### src/verilog/olg_pkg.sv
// Constants shared by the output logic and delay block.
//
// Contract
// - The combiner forms AND for code 00, OR for code 01 and XOR for 02.
// - The combiner output follows the full two-input truth table.
// - Combiner input A selects a function and defaults to code 00, run.
// - Combiner input B selects a function, default code 01, arrival.
// - Combiner inputs come from nine functions, never the result.
// - Each of the three outputs may be assigned the combined result.
// - Every output has its own ON delay and its own OFF delay.
// - Delays run 0.0 to 100.0 s in 0.1 s steps, and zero means no delay.
// - A nonzero ON delay postpones turn-on after the source rises.
// - A nonzero OFF delay postpones turn-off after the source falls.
// - Without OFF delays, fault clear drops outputs at once, and the motor in codes 00 and 01.
// - An output with an OFF delay stays on about 1 s after fault clear.
// - The clear select code picks the cancel edge and the stop effect.
package olg_pkg;

    // -------------------------------------------------------------------
    // Timing
    // -------------------------------------------------------------------
    localparam int CLK_PERIOD_PS = 4000;
    localparam int TICK_PERIOD_MS = 100;
    localparam int TICK_CYCLES =
        TICK_PERIOD_MS * (1000000000 / CLK_PERIOD_PS);
    localparam int HOLD_PERIOD_MS = 1000;
    localparam int HOLD_TICKS = HOLD_PERIOD_MS / TICK_PERIOD_MS;

    // -------------------------------------------------------------------
    // Widths and codes
    // -------------------------------------------------------------------
    localparam int DLY_W = 10;
    localparam logic [9:0] DLY_MAX = 10'h3E8;
    localparam logic [9:0] DLY_RESET = 10'h000;
    localparam int FUNC_W = 4;
    localparam int NUM_FUNCS = 9;
    localparam logic [3:0] FUNC_RUN = 4'h0;
    localparam logic [3:0] FUNC_ARRIVAL = 4'h1;
    localparam logic [3:0] FUNC_LOGIC = 4'h9;
    localparam logic [3:0] SEL_A_RESET = 4'h0;
    localparam logic [3:0] SEL_B_RESET = 4'h1;
    localparam logic [1:0] OP_AND = 2'h0;
    localparam logic [1:0] OP_OR = 2'h1;
    localparam logic [1:0] OP_XOR = 2'h2;
    localparam logic [1:0] CLR_RISE_STOP = 2'h0;
    localparam logic [1:0] CLR_FALL_STOP = 2'h1;
    localparam logic [1:0] CLR_RISE_RUN = 2'h2;
    localparam int NUM_OUTS = 3;

endpackage

### src/verilog/olg_delay_timer.sv
// One output's ON and OFF transition delay with fault-clear hold.
`timescale 1ns/100ps
module olg_delay_timer
    import olg_pkg::*;
(
    input  wire logic             clk,       // System clock.
    input  wire logic             rst,       // Asynchronous reset.
    input  wire logic             tick,      // One 0.1 s tick pulse.
    input  wire logic             src,       // Internal source level.
    input  wire logic [DLY_W-1:0] on_dly,    // ON delay in ticks.
    input  wire logic [DLY_W-1:0] off_dly,   // OFF delay in ticks.
    input  wire logic             clr_start, // Fault clear turned on.
    output logic                  out_q      // Delayed output level.
);

    logic [DLY_W-1:0] on_cnt_q;
    logic [DLY_W-1:0] off_cnt_q;
    logic [3:0]       hold_cnt_q;
    logic             hold_q;
    logic             src_q;
    logic             src_edge;
    logic             on_done;
    logic             off_done;
    logic             hold_done;

    assign src_edge = src ^ src_q;
    assign on_done = (on_cnt_q >= on_dly);
    assign off_done = (off_cnt_q >= off_dly);
    assign hold_done = (hold_cnt_q >= 4'(HOLD_TICKS));

    always_ff @(posedge clk or posedge rst) begin
        if (rst) begin
            on_cnt_q <= '0;
            off_cnt_q <= '0;
            src_q <= 1'b0;
        end else begin
            src_q <= src;
            if (src_edge) begin
                on_cnt_q <= '0;
                off_cnt_q <= '0;
            end else if (tick) begin
                if (src && !on_done)
                    on_cnt_q <= on_cnt_q + 1'b1;
                if (!src && !off_done)
                    off_cnt_q <= off_cnt_q + 1'b1;
            end
        end
    end

    always_ff @(posedge clk or posedge rst) begin
        if (rst) begin
            hold_q <= 1'b0;
            hold_cnt_q <= 4'h0;
        end else if (clr_start && out_q && off_dly != '0) begin
            hold_q <= 1'b1;
            hold_cnt_q <= 4'h0;
        end else if (hold_q && tick) begin
            hold_cnt_q <= hold_cnt_q + 4'h1;
            if (hold_done)
                hold_q <= 1'b0;
        end
    end

    always_ff @(posedge clk or posedge rst) begin
        if (rst) begin
            out_q <= 1'b0;
        end else if (clr_start && off_dly == '0) begin
            out_q <= 1'b0;
        end else if (hold_q) begin
            out_q <= !hold_done || !tick;
        end else if (src && !src_edge && on_done) begin
            out_q <= 1'b1;
        end else if (!src && !src_edge && off_done) begin
            out_q <= 1'b0;
        end
    end

endmodule

### src/verilog/olg_top.sv
// Logic combiner, output routing and delays for the discrete outputs.
`timescale 1ns/100ps
module olg_top
    import olg_pkg::*;
(
    input  wire logic              clk,                     // 250 MHz clock.
    input  wire logic              rst,                     // Async reset.
    input  wire logic [NUM_FUNCS-1:0] func_in,              // Nine functions.
    input  wire logic [FUNC_W-1:0] combiner_input_a_sel,    // Input A code.
    input  wire logic [FUNC_W-1:0] combiner_input_b_sel,    // Input B code.
    input  wire logic [1:0]        combiner_function_sel,   // AND/OR/XOR.
    input  wire logic [FUNC_W-1:0] term1_function_assign,   // Term 1 source.
    input  wire logic [FUNC_W-1:0] term2_function_assign,   // Term 2 source.
    input  wire logic [FUNC_W-1:0] relay_function_assign,   // Relay source.
    input  wire logic [DLY_W-1:0]  term1_on_delay,          // Ticks of 0.1 s.
    input  wire logic [DLY_W-1:0]  term1_off_delay,         // Ticks of 0.1 s.
    input  wire logic [DLY_W-1:0]  term2_on_delay,          // Ticks of 0.1 s.
    input  wire logic [DLY_W-1:0]  term2_off_delay,         // Ticks of 0.1 s.
    input  wire logic [DLY_W-1:0]  relay_on_delay,          // Ticks of 0.1 s.
    input  wire logic [DLY_W-1:0]  relay_off_delay,         // Ticks of 0.1 s.
    input  wire logic [1:0]        fault_clear_response_sel, // Clear mode.
    input  wire logic              fault_clear_input,       // Pin, async.
    input  wire logic              tripped,                 // Trip state.
    input  wire logic              running,                 // Drive running.
    output logic                   term1_out_q,             // Terminal 1.
    output logic                   term2_out_q,             // Terminal 2.
    output logic                   relay_out_q,             // Relay drive.
    output logic                   logic_result_q,          // Combined level.
    output logic                   motor_off_q,             // Motor stop.
    output logic                   trip_cancel_q            // Cancel pulse.
);

    // -------------------------------------------------------------------
    // Functions
    // -------------------------------------------------------------------
    // nine-way select
    function automatic logic pick(input logic [NUM_FUNCS-1:0] f,
                                  input logic [FUNC_W-1:0] s);
        pick = (s < 4'(NUM_FUNCS)) ? f[s] : 1'b0;
    endfunction

    function automatic logic clamp_hi(input logic [DLY_W-1:0] d);
        clamp_hi = (d > DLY_MAX);
    endfunction

    // -------------------------------------------------------------------
    // Input synchronisation and tick
    // -------------------------------------------------------------------
    logic        clr_meta_q;
    logic        clr_sync_q;
    logic        clr_prev_q;
    logic [24:0] tick_cnt_q;
    logic        tick_q;

    always_ff @(posedge clk or posedge rst) begin
        if (rst) begin
            clr_meta_q <= 1'b0;
            clr_sync_q <= 1'b0;
            clr_prev_q <= 1'b0;
        end else begin
            clr_meta_q <= fault_clear_input;
            clr_sync_q <= clr_meta_q;
            clr_prev_q <= clr_sync_q;
        end
    end

    always_ff @(posedge clk or posedge rst) begin
        if (rst) begin
            tick_cnt_q <= '0;
            tick_q <= 1'b0;
        end else if (tick_cnt_q == 25'(TICK_CYCLES - 1)) begin
            tick_cnt_q <= '0;
            tick_q <= 1'b1;
        end else begin
            tick_cnt_q <= tick_cnt_q + 25'h0000001;
            tick_q <= 1'b0;
        end
    end

    // -------------------------------------------------------------------
    // Combiner and routing
    // -------------------------------------------------------------------
    logic in_a;
    logic in_b;
    logic comb;
    logic clr_rise;
    logic clr_fall;
    logic [NUM_FUNCS:0] route_src;
    logic [NUM_OUTS-1:0] src;
    logic [NUM_OUTS-1:0] dly_out;
    logic [DLY_W-1:0] on_d [NUM_OUTS];
    logic [DLY_W-1:0] off_d [NUM_OUTS];

    assign in_a = pick(func_in, combiner_input_a_sel);
    assign in_b = pick(func_in, combiner_input_b_sel);
    assign comb = (combiner_function_sel == OP_AND) ? (in_a & in_b) :
                  (combiner_function_sel == OP_OR)  ? (in_a | in_b) :
                  (combiner_function_sel == OP_XOR) ? (in_a ^ in_b) : 1'b0;

    assign route_src = {comb, func_in};
    assign src[0] = (term1_function_assign <= FUNC_LOGIC) ?
                    route_src[term1_function_assign] : 1'b0;
    assign src[1] = (term2_function_assign <= FUNC_LOGIC) ?
                    route_src[term2_function_assign] : 1'b0;
    assign src[2] = (relay_function_assign <= FUNC_LOGIC) ?
                    route_src[relay_function_assign] : 1'b0;

    assign on_d[0] = clamp_hi(term1_on_delay) ? DLY_MAX : term1_on_delay;
    assign off_d[0] = clamp_hi(term1_off_delay) ? DLY_MAX : term1_off_delay;
    assign on_d[1] = clamp_hi(term2_on_delay) ? DLY_MAX : term2_on_delay;
    assign off_d[1] = clamp_hi(term2_off_delay) ? DLY_MAX : term2_off_delay;
    assign on_d[2] = clamp_hi(relay_on_delay) ? DLY_MAX : relay_on_delay;
    assign off_d[2] = clamp_hi(relay_off_delay) ? DLY_MAX : relay_off_delay;

    assign clr_rise = clr_sync_q & ~clr_prev_q;
    assign clr_fall = ~clr_sync_q & clr_prev_q;

    // -------------------------------------------------------------------
    // Delayed outputs
    // -------------------------------------------------------------------
    for (genvar i = 0; i < NUM_OUTS; i++) begin : g_out
        olg_delay_timer u_dly (
            .clk       (clk),
            .rst       (rst),
            .tick      (tick_q),
            .src       (src[i]),
            .on_dly    (on_d[i]),
            .off_dly   (off_d[i]),
            .clr_start (clr_rise),
            .out_q     (dly_out[i])
        );
    end

    // -------------------------------------------------------------------
    // Output registers and fault clear
    // -------------------------------------------------------------------
    logic cancel_edge;
    logic stop_req;

    assign cancel_edge = (fault_clear_response_sel == CLR_FALL_STOP) ?
                         clr_fall : clr_rise;
    assign stop_req = (fault_clear_response_sel != CLR_RISE_RUN) &&
                      running && clr_rise;

    always_ff @(posedge clk or posedge rst) begin
        if (rst) begin
            term1_out_q <= 1'b0;
            term2_out_q <= 1'b0;
            relay_out_q <= 1'b0;
            logic_result_q <= 1'b0;
            motor_off_q <= 1'b0;
            trip_cancel_q <= 1'b0;
        end else begin
            term1_out_q <= dly_out[0];
            term2_out_q <= dly_out[1];
            relay_out_q <= dly_out[2];
            logic_result_q <= comb;
            if (stop_req)
                motor_off_q <= 1'b1;
            else if (!running)
                motor_off_q <= 1'b0;
            trip_cancel_q <= cancel_edge && tripped;
        end
    end

endmodule
### config.mk
export PLATFORM = sky130hd
export DESIGN_NAME = olg_top
export DESIGN_NICKNAME = d
export VERILOG_FILES = /design/src/verilog/olg_pkg.sv /design/src/verilog/olg_delay_timer.sv /design/src/verilog/olg_top.sv
export SDC_FILE = /design/constraint.sdc
export NUM_CORES = 1
export LEC_CHECK = 0
export BUFFER_PORTS_ARGS = -buffer_cell sky130_fd_sc_hd__buf_4
export CAP_MARGIN = 30
export CORE_ASPECT_RATIO = 0.8
export CORE_MARGIN = 1.5
export CORE_UTILIZATION = 59
export DETAILED_ROUTE_END_ITERATION = 10
export PLACE_DENSITY = 0.84
export SETUP_SLACK_MARGIN = 0.1
export SYNTH_ARGS = -nofsm -noshare
export SYNTH_HDL_FRONTEND = slang
export SYNTH_HIERARCHICAL = 1
export SYNTH_SLANG_ARGS = --single-unit
### constraint.sdc
create_clock -name clk -period 2.41 [get_ports clk]
set_input_delay 0.241 -clock clk [delete_from_list [all_inputs] [get_ports clk]]
set_output_delay 0.241 -clock clk [all_outputs]
set_load 0.05 [all_outputs]
After elaboration in Yosys (flattened, before gate mapping)
Index checks and enable logic that the tools add are counted.
{"block": "op_classes", "order_cmp": 25, "n_reduce_logical": 86, "bitwise_logic": 10, "eq_ne": 6, "addsub": 10, "shift": 0, "mux": 74, "multipliers": 0, "div_mod_pow": 0}
{"op": "$mux W10", "n": 24}
{"op": "$add A10 B1 Y10 const B", "n": 6}
{"op": "$ge A10 B10 Y1", "n": 6}
{"op": "$gt A10 B10 Y1 const B", "n": 6}
{"op": "$mux W1", "n": 38}
{"op": "$logic_and A1 B1 Y1", "n": 33}
{"op": "$logic_not A10 Y1", "n": 3}
{"op": "$reduce_bool A10 Y1", "n": 3}
{"op": "$reduce_bool A2 Y1", "n": 15}
{"op": "$add A25 B1 Y25 const B", "n": 1}
{"op": "$eq A25 B25 Y1 const B", "n": 1}
{"op": "$lt A4 B5 Y1 const B", "n": 5}
{"op": "$mux W25", "n": 1}
{"op": "$mux W4", "n": 6}
{"op": "$bmux W1 S4", "n": 5}
{"op": "$reduce_and A2 Y1", "n": 9}
{"op": "$logic_not A1 Y1", "n": 16}
{"op": "$add A4 B1 Y4 const B", "n": 3}
{"op": "$ge A4 B4 Y1 const B", "n": 3}
{"op": "$le A4 B4 Y1 const B", "n": 3}
{"op": "$reduce_bool A4 Y1", "n": 3}
{"op": "$lt A4 B4 Y1 const B", "n": 2}
{"op": "$eq A2 B1 Y1 const B", "n": 2}
{"op": "$xor A1 B1 Y1", "n": 4}
{"op": "other kinds (8)", "n": 13}
{"block": "word_totals", "n_memories": 0, "elab_cells": 240, "output_inout_bits": 6, "in_bits": 98, "ramBits": 0, "romBits": 0, "latchBits": 0, "reg_bits": 116}

Logic depth before layout (Yosys ltp)
{"block": "logic_depth", "depth_word": 18, "depth_mapped": 14}

Hierarchy
The synthesis kept the hierarchy.
{"mod": "olg_delay_timer", "area_each_um2": 1923.1, "instances": 3, "cells_per_inst": 217}
{"mod": "olg_top", "area_each_um2": 2537.4, "instances": 1, "cells_per_inst": 283}

Worst setup path before layout
OpenSTA, ideal clock, no wires.
{"block": "synth_timing", "kind": "input to register", "from": "input port combiner_input_a_sel[3]", "to": "register g_out[2].u_dly.on_cnt_q[7]", "stages": 14, "arrival_time_ns": 2.980, "required_ns": 2.278, "path_buffers": 0, "path_slack_ns": -0.702, "cell_sequence": "mux2i_1 > o32ai_1 > a31oi_1 > mux2_2 > ha_1 > and2_1 > o31ai_1 > mux2i_1 > o22ai_1 > nand2_1 > or3_1 > a2111oi_2 > xnor2_1 > nor2_1"}
{"block": "synth_between", "elab_chain_len": 13, "word_cells_on_any_way": 19}
{"element": "from (decl)", "line": "olg_top.sv:9", "source": "input wire logic [FUNC_W-1:0] combiner_input_a_sel,"}
{"element": "$bmux W1 S4", "line": "olg_top.sv:39", "source": "pick = (s < 4'(NUM_FUNCS)) ? f[s] : 1'b0;"}
{"element": "$mux W1 (not written as such)", "line": "olg_top.sv:39"}
{"element": "$mux W1 *", "line": "olg_top.sv:39"}
{"element": "$xor A1 B1 Y1", "line": "olg_top.sv:98", "source": "(combiner_function_sel == OP_XOR) ? (in_a ^ in_b) : 1'b0;"}
{"element": "$mux W1", "line": "olg_top.sv:98"}
{"element": "$mux W1", "line": "olg_top.sv:97", "source": "(combiner_function_sel == OP_OR) ? (in_a | in_b) :"}
{"element": "$mux W1 *", "line": "olg_top.sv:96", "source": "assign comb = (combiner_function_sel == OP_AND) ? (in_a & in_b) :"}
{"element": "named net comb", "line": "olg_top.sv:85", "source": "logic comb;"}
{"element": "$bmux W1 S4 *", "line": "olg_top.sv:106", "source": "route_src[relay_function_assign] : 1'b0;"}
{"element": "$mux W1 (not written as such) *", "line": "olg_top.sv:106"}
{"element": "$mux W1 *", "line": "olg_top.sv:105", "source": "assign src[2] = (relay_function_assign <= FUNC_LOGIC) ?"}
{"element": "named net src[2]", "line": "olg_top.sv:89", "source": "logic [NUM_OUTS-1:0] src;"}
{"element": "$xor A1 B1 Y1 or $logic_and A1 B1 Y1 (tied branches)", "line": "olg_delay_timer.sv:26, olg_delay_timer.sv:42"}
{"element": "$reduce_bool A2 Y1 (no line)"}
{"element": "$reduce_and A2 Y1 (no line)"}
{"element": "to (signal assigned)", "line": "olg_delay_timer.sv:43", "source": "on_cnt_q <= on_cnt_q + 1'b1;"}
{"element": "to (decl)", "line": "olg_delay_timer.sv:16", "source": "logic [DLY_W-1:0] on_cnt_q;"}
Mark *: on every way through the listed nets, which the timed path passes. The rest lies on a longest branch. The select of a mux whose other input is x is not followed.
A chain may end at the register's enable or synchronous reset.

Worst setup path after layout
{"block": "layout_timing", "from": "input port func_in[8]", "to": "register g_out[1].u_dly.off_cnt_q[5]"}
{"block": "layout_between", "elab_chain_len": 14, "word_cells_on_any_way": 22}
{"element": "from (decl)", "line": "olg_top.sv:8", "source": "input wire logic [NUM_FUNCS-1:0] func_in,"}
{"element": "$bmux W1 S4", "line": "olg_top.sv:39"}
{"element": "$mux W1 (not written as such)", "line": "olg_top.sv:39"}
{"element": "$mux W1", "line": "olg_top.sv:39"}
{"element": "$xor A1 B1 Y1", "line": "olg_top.sv:98"}
{"element": "$mux W1", "line": "olg_top.sv:98"}
{"element": "$mux W1", "line": "olg_top.sv:97"}
{"element": "$mux W1 *", "line": "olg_top.sv:96"}
{"element": "named net comb", "line": "olg_top.sv:85"}
{"element": "$bmux W1 S4 *", "line": "olg_top.sv:104", "source": "route_src[term2_function_assign] : 1'b0;"}
{"element": "$mux W1 (not written as such) *", "line": "olg_top.sv:104"}
{"element": "$mux W1 *", "line": "olg_top.sv:103", "source": "assign src[1] = (term2_function_assign <= FUNC_LOGIC) ?"}
{"element": "named net src[1]", "line": "olg_top.sv:89"}
{"element": "$logic_not A1 Y1", "line": "olg_delay_timer.sv:44", "source": "if (!src && !off_done)"}
{"element": "$logic_and A1 B1 Y1", "line": "olg_delay_timer.sv:44"}
{"element": "$reduce_bool A2 Y1 (no line)"}
{"element": "$reduce_and A2 Y1 (no line)"}
{"element": "to (signal assigned)", "line": "olg_delay_timer.sv:45", "source": "off_cnt_q <= off_cnt_q + 1'b1;"}
{"element": "to (decl)", "line": "olg_delay_timer.sv:17", "source": "logic [DLY_W-1:0] off_cnt_q;"}
Marked as above.

==> flow_summary.html <==
<table>
<tr><th>Metric</th><th>Value</th></tr>
<tr><th colspan="2">Power</th></tr>
<tr><td>Post-route total power</td><td>0.00570 W</td></tr>
<tr><td>Static power due to leakage</td><td>5.44 nW</td></tr>
<tr><td>Peak ir drop on the vdd network</td><td>0.537 mV</td></tr>
<tr><td>Power per Cell Area</td><td>482 nW/um2</td></tr>
<tr><th colspan="2">Floorplanning</th></tr>
<tr><td>Core region area</td><td>13600 um2</td></tr>
<tr><td>Horiz. Die Dim</td><td>136 um</td></tr>
<tr><td>Vertical die dimension</td><td>109 um</td></tr>
<tr><td>DIE AREA</td><td>14800 um2</td></tr>
<tr><td>Number of rows created at floorplan</td><td>38</td></tr>
<tr><td>IO Pins</td><td>104</td></tr>
<tr><td>Effective utilization at floorplan</td><td>60.9%</td></tr>
<tr><th colspan="2">Yosys</th></tr>
<tr><td>Complex-gate fraction of the synthesized area</td><td>14.2%</td></tr>
<tr><td>Area share of xor/xnor cells in the synthesized design</td><td>5.59%</td></tr>
<tr><td>Post-synth EDFFs</td><td>0</td></tr>
<tr><td>Gate count of the mapped netlist</td><td>934</td></tr>
<tr><td>Most used DFF post-synth</td><td>dfrtp_1</td></tr>
<tr><td>Synth warnings</td><td>6</td></tr>
<tr><td>Post-synthesis share of cell area spent on and, or, nand and nor gates</td><td>23.0%</td></tr>
<tr><td>Mean instance size in the synthesized netlist</td><td>8.89 um2</td></tr>
<tr><td>Netlist cell types</td><td>57</td></tr>
<tr><td>Dominant combinational cell family by area after synthesis</td><td>simple AND/OR/NAND/NOR gates</td></tr>
<tr><td>Adder and majority cell fraction of the synthesized area</td><td>12.2%</td></tr>
<tr><td>Mux cell area share after synthesis</td><td>4.01%</td></tr>
<tr><td>Post-Syn Area</td><td>8310 um2</td></tr>
<tr><td>Synth Net Count</td><td>1113</td></tr>
<tr><td>Synthesis-stage register bit count</td><td>116</td></tr>
<tr><td>Async SR Flop Fraction</td><td>100%</td></tr>
<tr><td>Portion of the post-synthesis area used by sequential elements</td><td>34.9%</td></tr>
<tr><th colspan="2">Global routing</th></tr>
<tr><td>Largest net degree at the start of global routing</td><td>33</td></tr>
<tr><td>Total GRT Usage</td><td>38.0%</td></tr>
<tr><td>Number of antenna violations at the first check in global routing</td><td>0</td></tr>
<tr><td>Wire length of the first global-routing pass</td><td>43400 um</td></tr>
<tr><td>Number of global-route vias before repair</td><td>8792</td></tr>
<tr><td>GRT Residual Overflow</td><td>0</td></tr>
<tr><th colspan="2">Worst setup path</th></tr>
<tr><td>Required arrival time at the worst endpoint</td><td>2680 ps</td></tr>
<tr><td>Type of the worst setup path</td><td>input port to register</td></tr>
<tr><td>Startpoint of the worst register-to-register path</td><td>g_out[1].u_dly/off_cnt_q[6]</td></tr>
<tr><td>Max Fanout on Critical Path</td><td>5</td></tr>
<tr><td>Crit path buf inv count</td><td>4</td></tr>
<tr><td>R2r setup slk</td><td>-260 ps</td></tr>
<tr><td>Type of element capturing the critical path</td><td>register</td></tr>
<tr><td>Critical Path, Cell by Cell</td><td>buf_4 -&gt; mux2i_1 -&gt; o32ai_2 -&gt; a31oi_1 -&gt; mux2i_1 -&gt; ha_1 -&gt; nor2_1 -&gt; o31ai_4 -&gt; o21ai_1 -&gt; o22ai_2 -&gt; buf_6 -&gt; inv_4 -&gt; nand4_1 -&gt; buf_6 -&gt; nor3_4 -&gt; nand3_1 -&gt; a21oi_1</td></tr>
<tr><td>Max stage delay cell, worst path</td><td>a21oi_1</td></tr>
<tr><td>Arrival time at the worst endpoint</td><td>3360 ps</td></tr>
<tr><td>Crit path largest cell delay</td><td>370 ps</td></tr>
<tr><td>Largest delay share family, worst path</td><td>compound AO/OA/AOI/OAI gates</td></tr>
<tr><td>Worst setup SP type</td><td>input port</td></tr>
<tr><td>Launching element of the worst setup path</td><td>func_in[8]</td></tr>
<tr><th colspan="2">STA</th></tr>
<tr><td>Slew @ Worst Pin</td><td>759 ps</td></tr>
<tr><td>Worst Clk Skew</td><td>11.0 ps</td></tr>
<tr><td>Final setup slack of the worst path</td><td>-675 ps</td></tr>
<tr><td>Endpoints failing setup</td><td>63</td></tr>
<tr><td>Max transition margin</td><td>48.9%</td></tr>
<tr><td>Max Clock Freq</td><td>324 MHz</td></tr>
<tr><td>Unrepaired setup endpoints after global routing</td><td>true</td></tr>
<tr><td>Time the final worst path needs with I/O delays and setup</td><td>3080 ps</td></tr>
<tr><td>Number of pins exceeding their max-slew limit in the final report</td><td>0</td></tr>
<tr><td>Post-route fraction of the period consumed by the critical path</td><td>128%</td></tr>
<tr><td>Final Hold Violating Endpoints</td><td>0</td></tr>
<tr><th colspan="2">Drt</th></tr>
<tr><td>Detailed router's first-iteration violation count</td><td>1041</td></tr>
<tr><td>Count of unresolved DRC violations after routing</td><td>0</td></tr>
<tr><td>Detailed-routed wire length on met2</td><td>14500 um</td></tr>
<tr><td>Total routed wire length on the met1 layer</td><td>11000 um</td></tr>
<tr><td>Routed wl met3</td><td>2830 um</td></tr>
<tr><td>Highest routed metal layer</td><td>met4</td></tr>
<tr><td>Routed wire per std cell</td><td>22.7 um</td></tr>
<tr><td>Drt pass-1 iters</td><td>7</td></tr>
<tr><td>Via count of the routed design</td><td>8942</td></tr>
<tr><td>Residual antenna-violating net count after detailed routing</td><td>0</td></tr>
<tr><td>Average via count per standard cell</td><td>6.68</td></tr>
<tr><td>Wire length after detailed routing</td><td>30300 um</td></tr>
<tr><th colspan="2">Placement</th></tr>
<tr><td>Sum of net half-perimeters after detailed placement</td><td>15000 um</td></tr>
<tr><td>Routability congestion estimate</td><td>0.931</td></tr>
<tr><td>Pre-CTS setup slack</td><td>-741 ps</td></tr>
<tr><td>IO buf count</td><td>103</td></tr>
<tr><th colspan="2">Layout</th></tr>
<tr><td>Antenna cell count</td><td>0</td></tr>
<tr><td>Fraction of final layout cells with drive strength greater than 1</td><td>34.6%</td></tr>
<tr><td>Most frequent cells in the layout</td><td>buf_4 (185), dfrtp_1 (116), inv_1 (92), nor2_1 (80), ha_1 (74)</td></tr>
<tr><td>Total Nets Final</td><td>1324</td></tr>
<tr><td>FILL cells</td><td>604</td></tr>
<tr><td>Most common cell after layout, fill and taps aside</td><td>buf_4</td></tr>
<tr><td>Area growth syn-to-layout</td><td>42.2%</td></tr>
<tr><th colspan="2">Hold path</th></tr>
<tr><td>Class of the tightest hold or removal check</td><td>input port to register</td></tr>
<tr><td>Hold wc startpoint</td><td>tripped</td></tr>
<tr><th colspan="2">CTS</th></tr>
<tr><td>Number of buffers added by the clock tree synthesis step</td><td>17</td></tr>
<tr><td>Clock sink count</td><td>116</td></tr>
<tr><td>Master cell of the clock root buffer</td><td>clkbuf_16</td></tr>
<tr><td>H-Tree Level Count</td><td>4</td></tr>
<tr><td>CTS tree</td><td>yes</td></tr>
<tr><td>Maximum root-to-sink buffer count</td><td>2</td></tr>
<tr><td>Clock-pin slew of the registers on the worst-case setup and hold paths</td><td>60 ps</td></tr>
<tr><td>Clk Latency, worst-skew pair</td><td>420 ps</td></tr>
<tr><th colspan="2">Job</th></tr>
<tr><td>Max Cap Viol</td><td>0</td></tr>
<tr><th colspan="2">Outcome</th></tr>
<tr><td>Outcome</td><td>finished, violations left</td></tr>
<tr><td>Failing checks</td><td>negative setup slack</td></tr>
</table>
-- registers in the layout (all words and copies together), names as in the netlist --
register and flops:
tick_q 1, clr_prev_q 1, trip_cancel_q 1, logic_result_q 1, term2_out_q 1, clr_meta_q 1
g_out.u_dly/hold_cnt_q 12, term1_out_q 1, g_out.u_dly/src_q 3, clr_sync_q 1, motor_off_q 1, g_out.u_dly/on_cnt_q 30
g_out.u_dly/out_q 3, relay_out_q 1, tick_cnt_q 25, g_out.u_dly/off_cnt_q 30, g_out.u_dly/hold_q 3
-- where the power goes --
part	internal, W	switching, W	total, W
Clock	0.00178	0.000936	0.00272
Combinational	0.000505	0.000504	0.00101
Sequential	0.00196	0.0000117	0.00197
Total	0.00425	0.00145	0.00570
-- worst paths after layout --
check,end,cells past startpoint
setup / recovery,g_out[1].u_dly/off_cnt_q[5],17
hold / removal,trip_cancel_q,2
setup reg to reg,g_out[1].u_dly/off_cnt_q[5],8
hold reg to reg,clr_sync_q,0
max in group asynchronous,tick_cnt_q[3],4
min in group asynchronous,relay_out_q,3
-- cells by family after synthesis --
group | Yosys count
AND/OR/NAND/NOR | 357
buffers and inverters | 132
XOR/XNOR | 53
AO/OA/AOI/OAI | 172
multiplexers | 23
adder cells (fa/ha/maj) | 81
flip-flops | 116
-- metal layers --
metal  vias up  track usage, %
li1       3737               -
met1      4243            44.5
met2       728            64.0
met3       234            8.74
met4         0            23.3
met5         -               0
-- cell type report --
class,count,area [um2],area share [%]
Clock inverter,9,151,1.28
Clock buffer,23,468,3.96
Timing Repair Buffer,229,1930,16.3
Multi-Input combinational cell,686,5770,48.9
Tap cell,180,225,1.91
Sequential cell,116,2900,24.6
Inverter,95,364,3.08
-- through the flow --
stage	std cells	TNS [ps]	instance area (um2)	hold WS [ps]	util, %
6_report	1338	-28580	11800	24.4	86.6
5_1_grt	1338	-31500	11800	20.1	86.6
4_1_cts	1330	-4810	11600	25.9	84.7
3_5_place_dp	1270	-37280	10100	197	73.7
3_3_place_gp	1270	-32360	10100	203	73.7
2_1_floorplan	934	-14060	8570	272	-
-- synth_stat cells, drive strengths merged (25+ instances only) --
master  number  share of area, %
o21ai       25               1.5
nand4       26               2.2
a21oi       51               3.2
ha          81                12
nand3       34               2.0
inv         95               4.3
and2        28               2.1
dfrtp      116                35
xnor2       40               4.2
nor2        90               4.1
clkbuf      36               1.6
nand2       65               2.9
-- timing repair --
item | 4_1_cts | 5_1_grt
cloned | 1 | 0
gates resized for setup | 137 | 36
pin swaps | 72 | 15
buffers inserted | 31 | 8
setup endpoints to repair | 63 | 63
hold endpoints to repair | 85 | 0
hold buffers | 2 | 0
Power figures use the tool's default switching activity.
